[config.mk]
export PLATFORM = sky130hd
export DESIGN_NAME = pas_regs
export DESIGN_NICKNAME = d
export VERILOG_FILES = /design/src/include/pas_pkg.sv /design/src/design/pas_regs.sv
export SDC_FILE = /design/constraint.sdc
export NUM_CORES = 1
export LEC_CHECK = 0
export BUFFER_PORTS_ARGS = -buffer_cell sky130_fd_sc_hd__clkbuf_2
export CAP_MARGIN = 20
export CORE_ASPECT_RATIO = 1.75
export CORE_UTILIZATION = 54
export DETAILED_ROUTE_END_ITERATION = 8
export GPL_TIMING_DRIVEN = 0
export HOLD_SLACK_MARGIN = 0.03
export PLACE_DENSITY = 0.95
export RECOVER_POWER = 50
export SLEW_MARGIN = 15
export SYNTH_ARGS = -nofsm -noshare
export SYNTH_HDL_FRONTEND = slang
export SYNTH_SLANG_ARGS = --single-unit
[constraint.sdc]
create_clock -name mclk_in -period 3.15 [get_ports mclk_in]
set_input_delay 0.63 -clock mclk_in [delete_from_list [all_inputs] [get_ports mclk_in]]
set_output_delay 0.63 -clock mclk_in [all_outputs]
set_load 0.005 [all_outputs]
[src/include/pas_pkg.sv]
// Constants, field layouts and carriers for the error severity and correctable error registers
package pas_pkg;

    // ------------------------------------------------------------
    // Register bus geometry
    // ------------------------------------------------------------
    localparam int          PAS_ADDR_W        = 12;            // Config space byte address
    localparam int          PAS_DATA_W        = 32;            // Register word width
    localparam int          PAS_STRB_W        = 4;             // Byte lanes per word

    // ------------------------------------------------------------
    // Register byte offsets
    // ------------------------------------------------------------
    localparam logic [11:0] PAS_OFS_UNC_SEV   = 12'h10C;       // uncorrectable_error_severity
    localparam logic [11:0] PAS_OFS_COR_STAT  = 12'h110;       // correctable_error_status
    localparam logic [11:0] PAS_OFS_COR_MASK  = 12'h114;       // correctable_error_mask
    localparam logic [11:0] PAS_OFS_IRQ_MASK  = 12'h130;       // Interrupt mask of status layout

    // ------------------------------------------------------------
    // Field positions
    // ------------------------------------------------------------
    localparam int          PAS_BIT_SURPRISE  = 5;             // Surprise down severity
    localparam int          PAS_BIT_RX_ERR    = 0;             // Receiver error
    localparam int          PAS_BIT_BAD_TLP   = 6;             // Bad TLP
    localparam int          PAS_BIT_BAD_DLLP  = 7;             // Bad DLLP
    localparam int          PAS_BIT_ROLLOVER  = 8;             // Replay count rollover
    localparam int          PAS_BIT_RPL_TMO   = 12;            // Replay timer timeout
    localparam int          PAS_BIT_ADV_NF    = 13;            // Advisory non-fatal

    // ------------------------------------------------------------
    // Implemented bit masks and reset values
    // ------------------------------------------------------------
    localparam logic [31:0] PAS_SEV_WMASK     = 32'h003F_F031; // Bits 0,4,5,12..21
    localparam logic [31:0] PAS_SEV_RST       = 32'h0006_2031; // Fatal: 0,4,5,13,17,18
    localparam logic [31:0] PAS_COR_WMASK     = 32'h0000_31C1; // Bits 0,6,7,8,12,13
    localparam logic [31:0] PAS_COR_STAT_RST  = 32'h0000_0000; // No event recorded
    localparam logic [31:0] PAS_COR_MASK_RST  = 32'h0000_2000; // Advisory masked
    localparam logic [31:0] PAS_IRQ_MASK_RST  = 32'h0000_31C1; // All interrupts masked

    // ------------------------------------------------------------
    // Bus response codes
    // ------------------------------------------------------------
    localparam logic [1:0]  PAS_RESP_OKAY     = 2'h0;          // Normal access
    localparam logic [1:0]  PAS_RESP_SLVERR   = 2'h2;          // Unmapped address

    // Correctable error events from link and data-link layers
    typedef struct packed {
        logic advisory_nf;     // Advisory non-fatal error
        logic replay_timeout;  // Replay timer expired
        logic replay_rollover; // Replay count rolled over
        logic bad_dllp;        // Bad DLLP received
        logic bad_tlp;         // Bad TLP received
        logic rx_err;          // Receiver error
    } pas_cor_evt_s;

    // Requests toward log and message logic
    typedef struct packed {
        logic log_req;         // Record header in log
        logic cor;             // Correctable message
        logic nonfatal;        // Non-fatal message
        logic fatal;           // Fatal message
    } pas_msg_s;

    // Whole state of the block
    typedef struct packed {
        logic        aw_rdy;   // Write address ready
        logic        w_rdy;    // Write data ready
        logic        aw_got;   // Write address held
        logic        w_got;    // Write data held
        logic [11:0] awaddr;   // Held write address
        logic [31:0] wdata;    // Held write data
        logic [3:0]  wstrb;    // Held byte strobes
        logic        bvalid;   // Write response pending
        logic [1:0]  bresp;    // Write response code
        logic        ar_rdy;   // Read address ready
        logic        rvalid;   // Read data pending
        logic [31:0] rdata;    // Read data
        logic [1:0]  rresp;    // Read response code
        logic [31:0] sev;      // Severity register
        logic [31:0] cstat;    // Correctable status
        logic [31:0] cmask;    // Correctable mask
        logic [31:0] imask;    // Interrupt mask
        logic        irq;      // Interrupt level
        pas_msg_s    msg;      // Message pulses
    } pas_state_s;

endpackage : pas_pkg

[src/design/pas_regs.sv]
// Error severity, correctable status and mask registers behind an AXI4-Lite slave
//
// Overview of operation
// - Severity bit zero nonfatal, one fatal; bit4 resets fatal
// - Surprise down severity used on downstream ports only
// - Receiver error sets sticky status bit 0
// - Bad TLP sets sticky status bit 6
// - Bad DLLP sets sticky status bit 7
// - Replay count rollover sets sticky status bit 8
// - Replay timer timeout sets sticky status bit 12
// - Advisory non-fatal sets sticky status bit 13
// - Mask bit 0 blocks receiver error log, message
// - Mask bit 6 blocks bad TLP log, message
// - Mask bit 7 blocks bad DLLP log, message
// - Mask bit 8 blocks rollover log, message
// - Mask bit 12 blocks timeout log, message
// - Mask bit 13 resets to one
//
// The AXI4-Lite register port was decided locally.
module pas_regs
    import pas_pkg::*;
(
    input  wire logic        mclk_in,            // Core clock, 20 MHz
    input  wire logic        rst_in,             // Normal reset, keeps sticky fields
    input  wire logic        por_rst_in,         // Power-on reset, loads every field with its reset value
    input  wire logic        downstream_port_in, // High on a downstream-facing port
    input  wire pas_cor_evt_s cor_evt_in,        // Correctable event pulses
    input  wire logic [31:0] unc_evt_in,         // Uncorrectable pulses, already unmasked
    input  wire logic [11:0] s_axil_awaddr_in,   // Write address
    input  wire logic        s_axil_awvalid_in,  // Write address valid
    output logic             s_axil_awready_out, // Write address ready
    input  wire logic [31:0] s_axil_wdata_in,    // Write data
    input  wire logic [3:0]  s_axil_wstrb_in,    // Write byte strobes
    input  wire logic        s_axil_wvalid_in,   // Write data valid
    output logic             s_axil_wready_out,  // Write data ready
    output logic [1:0]       s_axil_bresp_out,   // Write response
    output logic             s_axil_bvalid_out,  // Write response valid
    input  wire logic        s_axil_bready_in,   // Write response ready
    input  wire logic [11:0] s_axil_araddr_in,   // Read address
    input  wire logic        s_axil_arvalid_in,  // Read address valid
    output logic             s_axil_arready_out, // Read address ready
    output logic [31:0]      s_axil_rdata_out,   // Read data
    output logic [1:0]       s_axil_rresp_out,   // Read response
    output logic             s_axil_rvalid_out,  // Read data valid
    input  wire logic        s_axil_rready_in,   // Read data ready
    output pas_msg_s         msg_out,            // Log and message request pulses
    output logic             irq_out             // Level interrupt
);

    // ------------------------------------------------------------
    // State
    // ------------------------------------------------------------
    pas_state_s   s_r;          // Registered state
    pas_state_s   s_nxt;        // Next state
    logic [31:0]  cor_vec;      // Events placed at status positions
    logic [31:0]  cor_live;     // Events passing the mask
    logic [31:0]  sev_use;      // Severity bits usable on this port
    logic [31:0]  unc_live;     // Uncorrectable events usable on this port
    logic [31:0]  w1c;          // Status bits cleared by software

    // ------------------------------------------------------------
    // Helper functions
    // ------------------------------------------------------------

    // Merge write data into old value under strobes and writable mask
    function automatic logic [31:0] pas_merge(
        input logic [31:0] old_v,
        input logic [31:0] new_v,
        input logic [3:0]  strb,
        input logic [31:0] wmask
    );
        logic [31:0] res;
        res = old_v;
        for (int i = 0; i < PAS_STRB_W; i++) begin
            if (strb[i]) begin
                res[i*8 +: 8] = new_v[i*8 +: 8];
            end
        end
        return res & wmask;
    endfunction : pas_merge

    // Byte-lane mask from strobes
    function automatic logic [31:0] pas_lanes(
        input logic [3:0] strb
    );
        logic [31:0] res;
        res = 32'h0000_0000;
        for (int i = 0; i < PAS_STRB_W; i++) begin
            res[i*8 +: 8] = {8{strb[i]}};
        end
        return res;
    endfunction : pas_lanes

    // True when the address names a register of this block
    function automatic logic pas_hit(
        input logic [11:0] addr
    );
        logic res;
        res = (addr == PAS_OFS_UNC_SEV)  || (addr == PAS_OFS_COR_STAT) ||
              (addr == PAS_OFS_COR_MASK) || (addr == PAS_OFS_IRQ_MASK);
        return res;
    endfunction : pas_hit

    // ------------------------------------------------------------
    // Event classification
    // ------------------------------------------------------------

    // Place correctable events at their status positions
    always_comb begin
        cor_vec                   = 32'h0000_0000;
        cor_vec[PAS_BIT_RX_ERR]   = cor_evt_in.rx_err;
        cor_vec[PAS_BIT_BAD_TLP]  = cor_evt_in.bad_tlp;
        cor_vec[PAS_BIT_BAD_DLLP] = cor_evt_in.bad_dllp;
        cor_vec[PAS_BIT_ROLLOVER] = cor_evt_in.replay_rollover;
        cor_vec[PAS_BIT_RPL_TMO]  = cor_evt_in.replay_timeout;
        cor_vec[PAS_BIT_ADV_NF]   = cor_evt_in.advisory_nf;
    end

    // Mask gating of log and message requests
    assign cor_live = cor_vec & ~s_r.cmask;

    // Surprise down class is meaningless on an upstream port
    always_comb begin
        sev_use                   = PAS_SEV_WMASK;
        sev_use[PAS_BIT_SURPRISE] = downstream_port_in;
    end

    // Upstream ports drop surprise down events rather than misclassify them
    assign unc_live = unc_evt_in & sev_use;

    // Software clears, only on a status write that completes now
    always_comb begin
        w1c = 32'h0000_0000;
        if (s_r.aw_got && s_r.w_got && !s_r.bvalid &&
            s_r.awaddr == PAS_OFS_COR_STAT) begin
            w1c = s_r.wdata & pas_lanes(s_r.wstrb) & PAS_COR_WMASK;
        end
    end

    // ------------------------------------------------------------
    // Next-state logic
    // ------------------------------------------------------------
    always_comb begin
        s_nxt = s_r;

        // Message pulses last one cycle
        s_nxt.msg.log_req  = |cor_live;
        s_nxt.msg.cor      = |cor_live;
        s_nxt.msg.fatal    = |(unc_live & s_r.sev);
        s_nxt.msg.nonfatal = |(unc_live & ~s_r.sev);

        // Finished write response
        if (s_r.bvalid && s_axil_bready_in) begin
            s_nxt.bvalid = 1'b0;
            s_nxt.aw_rdy = 1'b1;
            s_nxt.w_rdy  = 1'b1;
        end

        // Write address accepted
        if (s_axil_awvalid_in && s_r.aw_rdy) begin
            s_nxt.aw_got = 1'b1;
            s_nxt.aw_rdy = 1'b0;
            s_nxt.awaddr = s_axil_awaddr_in;
        end

        // Write data accepted
        if (s_axil_wvalid_in && s_r.w_rdy) begin
            s_nxt.w_got = 1'b1;
            s_nxt.w_rdy = 1'b0;
            s_nxt.wdata = s_axil_wdata_in;
            s_nxt.wstrb = s_axil_wstrb_in;
        end

        // Both halves held: perform the write and answer
        if (s_r.aw_got && s_r.w_got && !s_r.bvalid) begin
            s_nxt.aw_got = 1'b0;
            s_nxt.w_got  = 1'b0;
            s_nxt.bvalid = 1'b1;
            s_nxt.bresp  = pas_hit(s_r.awaddr) ? PAS_RESP_OKAY : PAS_RESP_SLVERR;
            case (s_r.awaddr)
                PAS_OFS_UNC_SEV: begin
                    s_nxt.sev = pas_merge(s_r.sev, s_r.wdata, s_r.wstrb,
                                          PAS_SEV_WMASK);
                end
                PAS_OFS_COR_MASK: begin
                    s_nxt.cmask = pas_merge(s_r.cmask, s_r.wdata, s_r.wstrb,
                                            PAS_COR_WMASK);
                end
                PAS_OFS_IRQ_MASK: begin
                    s_nxt.imask = pas_merge(s_r.imask, s_r.wdata, s_r.wstrb,
                                            PAS_COR_WMASK);
                end
                default: begin
                    // Status clears via w1c, others ignored
                end
            endcase
        end

        // Status: an event in the clearing cycle wins over the clear
        s_nxt.cstat = ((s_r.cstat & ~w1c) | cor_vec) & PAS_COR_WMASK;

        // Finished read
        if (s_r.rvalid && s_axil_rready_in) begin
            s_nxt.rvalid = 1'b0;
            s_nxt.ar_rdy = 1'b1;
        end

        // Read address accepted, data answered on the next edge
        if (s_axil_arvalid_in && s_r.ar_rdy) begin
            s_nxt.ar_rdy = 1'b0;
            s_nxt.rvalid = 1'b1;
            s_nxt.rresp  = pas_hit(s_axil_araddr_in) ? PAS_RESP_OKAY : PAS_RESP_SLVERR;
            case (s_axil_araddr_in)
                PAS_OFS_UNC_SEV: begin
                    s_nxt.rdata = s_r.sev & PAS_SEV_WMASK;
                end
                PAS_OFS_COR_STAT: begin
                    s_nxt.rdata = s_r.cstat & PAS_COR_WMASK;
                end
                PAS_OFS_COR_MASK: begin
                    s_nxt.rdata = s_r.cmask & PAS_COR_WMASK;
                end
                PAS_OFS_IRQ_MASK: begin
                    s_nxt.rdata = s_r.imask & PAS_COR_WMASK;
                end
                default: begin
                    s_nxt.rdata = 32'h0000_0000;              // Unmapped reads zero
                end
            endcase
        end

        // Interrupt follows the next status and mask
        s_nxt.irq = |(s_nxt.cstat & ~s_nxt.imask);
    end

    // ------------------------------------------------------------
    // State register
    // ------------------------------------------------------------

    // Power-on loads all reset values; normal reset keeps the sticky fields
    always_ff @(posedge mclk_in) begin
        if (por_rst_in) begin
            s_r        <= '0;
            s_r.aw_rdy <= 1'b1;
            s_r.w_rdy  <= 1'b1;
            s_r.ar_rdy <= 1'b1;
            s_r.sev    <= PAS_SEV_RST;
            s_r.cstat  <= PAS_COR_STAT_RST;
            s_r.cmask  <= PAS_COR_MASK_RST;
            s_r.imask  <= PAS_IRQ_MASK_RST;
        end else if (rst_in) begin
            s_r.aw_rdy <= 1'b1;
            s_r.w_rdy  <= 1'b1;
            s_r.ar_rdy <= 1'b1;
            s_r.aw_got <= 1'b0;
            s_r.w_got  <= 1'b0;
            s_r.awaddr <= 12'h000;
            s_r.wdata  <= 32'h0000_0000;
            s_r.wstrb  <= 4'h0;
            s_r.bvalid <= 1'b0;
            s_r.bresp  <= PAS_RESP_OKAY;
            s_r.rvalid <= 1'b0;
            s_r.rdata  <= 32'h0000_0000;
            s_r.rresp  <= PAS_RESP_OKAY;
            s_r.msg    <= '0;
            // Sticky sev, cstat, cmask, imask and irq hold their values
        end else begin
            s_r <= s_nxt;
        end
    end

    // ------------------------------------------------------------
    // Outputs, all straight from state flops
    // ------------------------------------------------------------
    assign s_axil_awready_out = s_r.aw_rdy;
    assign s_axil_wready_out  = s_r.w_rdy;
    assign s_axil_bvalid_out  = s_r.bvalid;
    assign s_axil_bresp_out   = s_r.bresp;
    assign s_axil_arready_out = s_r.ar_rdy;
    assign s_axil_rvalid_out  = s_r.rvalid;
    assign s_axil_rdata_out   = s_r.rdata;
    assign s_axil_rresp_out   = s_r.rresp;
    assign msg_out            = s_r.msg;
    assign irq_out            = s_r.irq;

endmodule : pas_regs

== Word-level counts from Yosys, hierarchy flattened ==
Cells that the tools add are included.

* Register bits after elaboration: 141
* Word-level logic and storage cells: 90

* Equal/unequal tests: 8
* Mux-type cells: 15
* Bitwise logic cells: 13
* Reductions and logical operators: 30

{| class="wikitable"
|+ Operators by type and width
! cell !! number
|-
| $reduce_or A32 Y1 || 4
|-
| $eq A12 B9 Y1 const B || 8
|-
| $pmux W22 S4 || 1
|-
| $and A14 B32 Y32 || 2
|-
| $and A32 B22 Y32 || 2
|-
| $mux W32 || 2
|-
| $mux W36 || 1
|-
| $and A32 B32 Y32 || 1
|-
| $not A14 Y32 || 1
|-
| $not A22 Y32 || 1
|-
| $not A32 Y32 || 1
|-
| $and A14 B14 Y14 || 2
|-
| $reduce_and A4 Y1 || 5
|-
| $mux W14 || 1
|-
| $not A14 Y14 || 1
|-
| $or A14 B14 Y14 || 1
|-
| $logic_and A1 B1 Y1 || 8
|-
| $mux W2 || 4
|-
| $mux W8 || 1
|-
| $reduce_bool A2 Y1 || 4
|-
| $logic_or A1 B1 Y1 || 6
|-
| $mux W6 || 1
|-
| $mux W1 || 3
|-
| $mux W3 || 1
|-
| other kinds (4) || 4
|}

== Depth between registers and ports, before layout ==
* Word-level depth: 9
* Mapped depth: 7

== Worst setup path after synthesis ==
OpenSTA, ideal clock, no wires.

* Kind: input to register
* Start: input port rst_in
* End: register s_r[114] (netlist bit)
* Library setup time: 0.120 ns
* Arrival: 1.803 ns
* Required time: 3.030 ns
* Setup slack: 1.228 ns
* Stages on the path: 4
* Path through: or4_1 nor2_2 nand2_1 a211o_1

* Cells in the longest elaborated chain, start to end: 2

{| class="wikitable"
|+ RTL lines
! item !! line !! RTL
|-
| from (decl) || pas_regs.sv:24 || <nowiki>input wire logic rst_in,</nowiki>
|-
| $not A1 Y1 (no line) || n/a ||
|-
| $reduce_and A4 Y1 (no line) || n/a ||
|-
| to (signal assigned) || pas_regs.sv:268 || <nowiki>s_r <= s_nxt;</nowiki>
|-
| to (decl) || pas_regs.sv:53 || <nowiki>pas_state_s s_r;</nowiki>
|}

Every way passes these cells.
A chain may end at the register's enable or synchronous reset.

== Final worst setup path ==
Same ends and word-level chain as after synthesis.

==> results by stage <==
Timing:
- After routing, the total negative slack on setup checks comes to 0 ns.
- The final setup skew is 0.004605 ns.
- Setup repair after global routing left no endpoint under its margin.
- The max-slew violation total from the final report is 0.
- The worst path meets setup with 1.132 ns of slack.
- The transition time at the pin with the least slew margin is 0.7472 ns.
- The count of final setup violators is 0.
- The routed design could run at a clock period as short as 2.018 ns.
- Measured against its own limit, the worst slew margin works out to 49.80%.
- The hold violation total from the final report is 0.
- The share of the cycle needed by the critical path after routing is 64.07%.
- Derived from the worst setup path, the maximum achievable clock frequency is 0.4955 GHz.

Finish:
- The number of diodes added for antenna fixing is 0.
- The number of nets in the finished design is 752.
- Cells fill 68.97% of the core in the end.
- Counting the fill cells in the layout gives 598.
- The design area is 0.005255 mm².
- Relative to the synthesized area, the layout overhead comes to 22.95%.
- The share of final-layout standard cells stronger than drive strength 1 is 25.85%.

Setup path:
- The data required time of the critical path is 3.39 ns.
- In this run the worst path has a maximum fanout of 6.
- The critical path start-end classification is primary input to register.
- The endpoint type of the worst setup path is a register.
- STA puts the critical path data arrival time at 2.25 ns.
- The critical path launch point type is a primary input.

Status:
- The flow ran to the end, and the final reports show no timing, DRC or antenna violations.

Global routing:
- Global routing consumed, on the met2 layer, 51.33% of the routing resources.
- The met3 capacity usage during global routing is 4.114%.
- The wire length of the first global-routing pass is 17,880 µm.
- The number of antenna violations at the first check in global routing is 0.
- Global routing used 27.69% of the available met1 tracks.
- met2 is the most crowded layer.
- The via count of the first global-routing pass is 3,864.
- Global routing finished with a remaining overflow of 0.
- The all-layer global routing usage is 27.45%.
- The pin count of the biggest net entering global routing is 16.

Synth:
- The synthesized design contains 0 enable-type register cells.
- Synthesis handed over a netlist of 520 instances.
- The most used flip-flop cell after synthesis is dfxtp_1.
- Sorting the synthesized cells by area gives the leading types as dfxtp_1 43%, nand2_1 8.3%, buf_4 7.0%.
- The fraction of registers with async set or reset after synthesis is 0%.
- Averaged over all synthesized cells, the footprint is 8.219 µm².
- The count of synthesis-stage warnings from yosys is 0.
- The area of the mapped netlist is 0.004274 mm².
- The share of synthesized area occupied by flip-flops and latches is 42.62%.
- Summed over its instances, the top area cell type makes up 42.62% of the synthesized netlist area.
- The top cell type by total area after synthesis is dfxtp_1.
- Synthesis inferred 91 register bits.
- Yosys instantiated no cell more often than nand2_1.
- The commonest cells after synthesis are 94 x nand2_1, 91 x dfxtp_1, 54 x a21oi_1.
- The number of distinct standard cells referenced by the synthesized netlist is 50.

Clock network:
- Counting every sink on the clock net gives 91.
- Post-CTS timing repair inserted 0 buffers for setup.
- The H-tree was split into 3 levels.
- After clock tree synthesis, the clock-pin slew on the worst setup and hold paths is 0.06 ns.
- The cell chosen for the clock root is clkbuf_16.
- The later pin in the worst-skew pair is clocked with a latency of 0.34 ns.
- The number of buffers between clock root and the deepest sink is 2.
- After clock tree synthesis, the flow added hold-fix buffers numbering 0.
- The number of gates resized after CTS was 0.
- The number of buffers inserted during clock tree synthesis is 9.
- TritonCTS built the clock tree.

Drt:
- The DRC violation count after routing is 0.
- The detailed-router iteration count before antenna repair is 5.
- The via density per instance is 5.472.
- The total length of routed wires is 11,300 µm.
- The via total after detailed routing is 4,038.
- In this run the remaining antenna-violating nets after routing total 0.
- After detailed routing, the average wire length per cell comes to 15.32 µm.
- The first routing iteration left 210 violations.

Die:
- The number of I/O pins is 153.
- The floorplan die width is 69.25 µm.
- The initial core utilization is 56.09%.
- The number of core rows is 42.
- The standard cell core area is 0.007620 mm².
- The vertical die dimension is 119.7 µm.
- The die area is 0.008289 mm².

Min path:
- The worst hold path belongs to the class register to register.

Placement:
- Prior to clock tree synthesis, the placed netlist has a worst setup slack of 0.8537 ns.
- The final RePlAce weighted congestion is 0.8844.
- The detailed-placement wirelength estimate is 8883 µm.
- The number of buffers added on ports is 97.
- Summing all placed instances gives a cell area of 0.004933 mm².

Power and ir drop:
- The cell leakage power is 2.327 nW.
- The maximum vdd ir drop is 0.0003747 V.
- The power density over the cells is 493.8 mW/mm².

Run:
- The tool flagged a number of max-cap violations equal to 0.
## report_power, final
part | internal, W | leakage [nW] | switching, W
clock network | 0.000721 | 0.156 | 0.000449
logic | 0.0000986 | 1.43 | 0.000128
registers | 0.00118 | 0.740 | 0.0000229
## registers in the layout (all words and copies together) (netlist names)
| name | flops |
|---|---|
| s_axil_bvalid_out | 1 |
| s_axil_rresp_out | 1 |
| msg_out | 3 |
| s_r | 64 |
| s_axil_rvalid_out | 1 |
| irq_out | 1 |
| s_axil_bresp_out | 1 |
| s_axil_rdata_out | 16 |
| s_axil_wready_out | 1 |
| s_axil_awready_out | 1 |
| s_axil_arready_out | 1 |
## critical path, stage by stage
cell and delay [ns]:
clkbuf_1 0.22, or4_1 0.64, nor2_2 0.26, nand2_1 0.19, a211o_1 0.32
## cell families after synthesis
group / after synthesis / synth area share [%]
flip-flops: 91 / 42.62
buffers and inverters: 87 / 11.24
multiplexers: 19 / 4.450
other: 1 / 0.08774
AO/OA/AOI/OAI: 123 / 18.71
AND/OR/NAND/NOR: 199 / 22.89
## metal layers
layer	routed length, µm	vias to the layer above
li1	-	1998
met1	4230	1870
met4	489	0
met2	6125	133
met3	458	37
met5	0	-
## metrics by stage
stage               power [W]  instances  hold slack, ns
finish               0.002595        738          0.4500
global route         0.002667        738          0.4618
CTS                  0.002602        738          0.4534
detailed placement   0.001449        722          0.4462
global placement     0.001443        722          0.4420
floorplan            0.001351        537          0.4319
## final cells by class
class | count | area, µm² | share of cell area, %
buffer | 61 | 382.9 | 7.286
clock buffer | 11 | 242.7 | 4.619
clock inverter | 5 | 85.08 | 1.619
inverter | 26 | 97.59 | 1.857
multi-input combinational | 359 | 2036 | 38.74
sequential | 91 | 1822 | 34.67
tap | 88 | 110.1 | 2.095
timing repair buffer | 97 | 479.2 | 9.119
## cell usage in the layout, fill, tap and decap left out, types with 3 or more instances in the layout
cell type / count
o2bb2ai_1: 3
clkbuf_2: 92
buf_4: 19
a2bb2oi_1: 3
inv_1: 26
o22ai_1: 11
mux2i_1: 19
and2_1: 3
clkbuf_4: 21
a211o_1: 7
and4bb_2: 3
nand2b_1: 5
a221oi_1: 4
and3_1: 4
dfxtp_1: 91
nor2_1: 37
nor2b_1: 6
nand2_1: 94
a21oi_1: 54
o211ai_1: 3
buf_2: 3
o21ai_0: 15
a31oi_1: 3
clkbuf_16: 9
nor2_2: 3
a221o_1: 3
a22oi_1: 8
nor3_1: 5
clkbuf_1: 24
nand3_1: 19
conb_1: 18
## path summary, 6_finish.rpt
check | from | slack, ns | cells past startpoint | endpoint
setup / recovery | rst_in | 1.13 | 5 | s_r[114]$_SDFFE_PP1P_
hold / removal | s_axil_rdata_out[18]$_SDFFE_PP0P_ | 0.45 | 2 | s_axil_rdata_out[18]$_SDFFE_PP0P_
setup reg to reg | s_r[215]$_SDFFE_PP0P_ | 1.14 | 6 | irq_out$_SDFFE_PP0N_
hold reg to reg | s_axil_rdata_out[18]$_SDFFE_PP0P_ | 0.45 | 2 | s_axil_rdata_out[18]$_SDFFE_PP0P_
(Power assumes the default switching activity.)
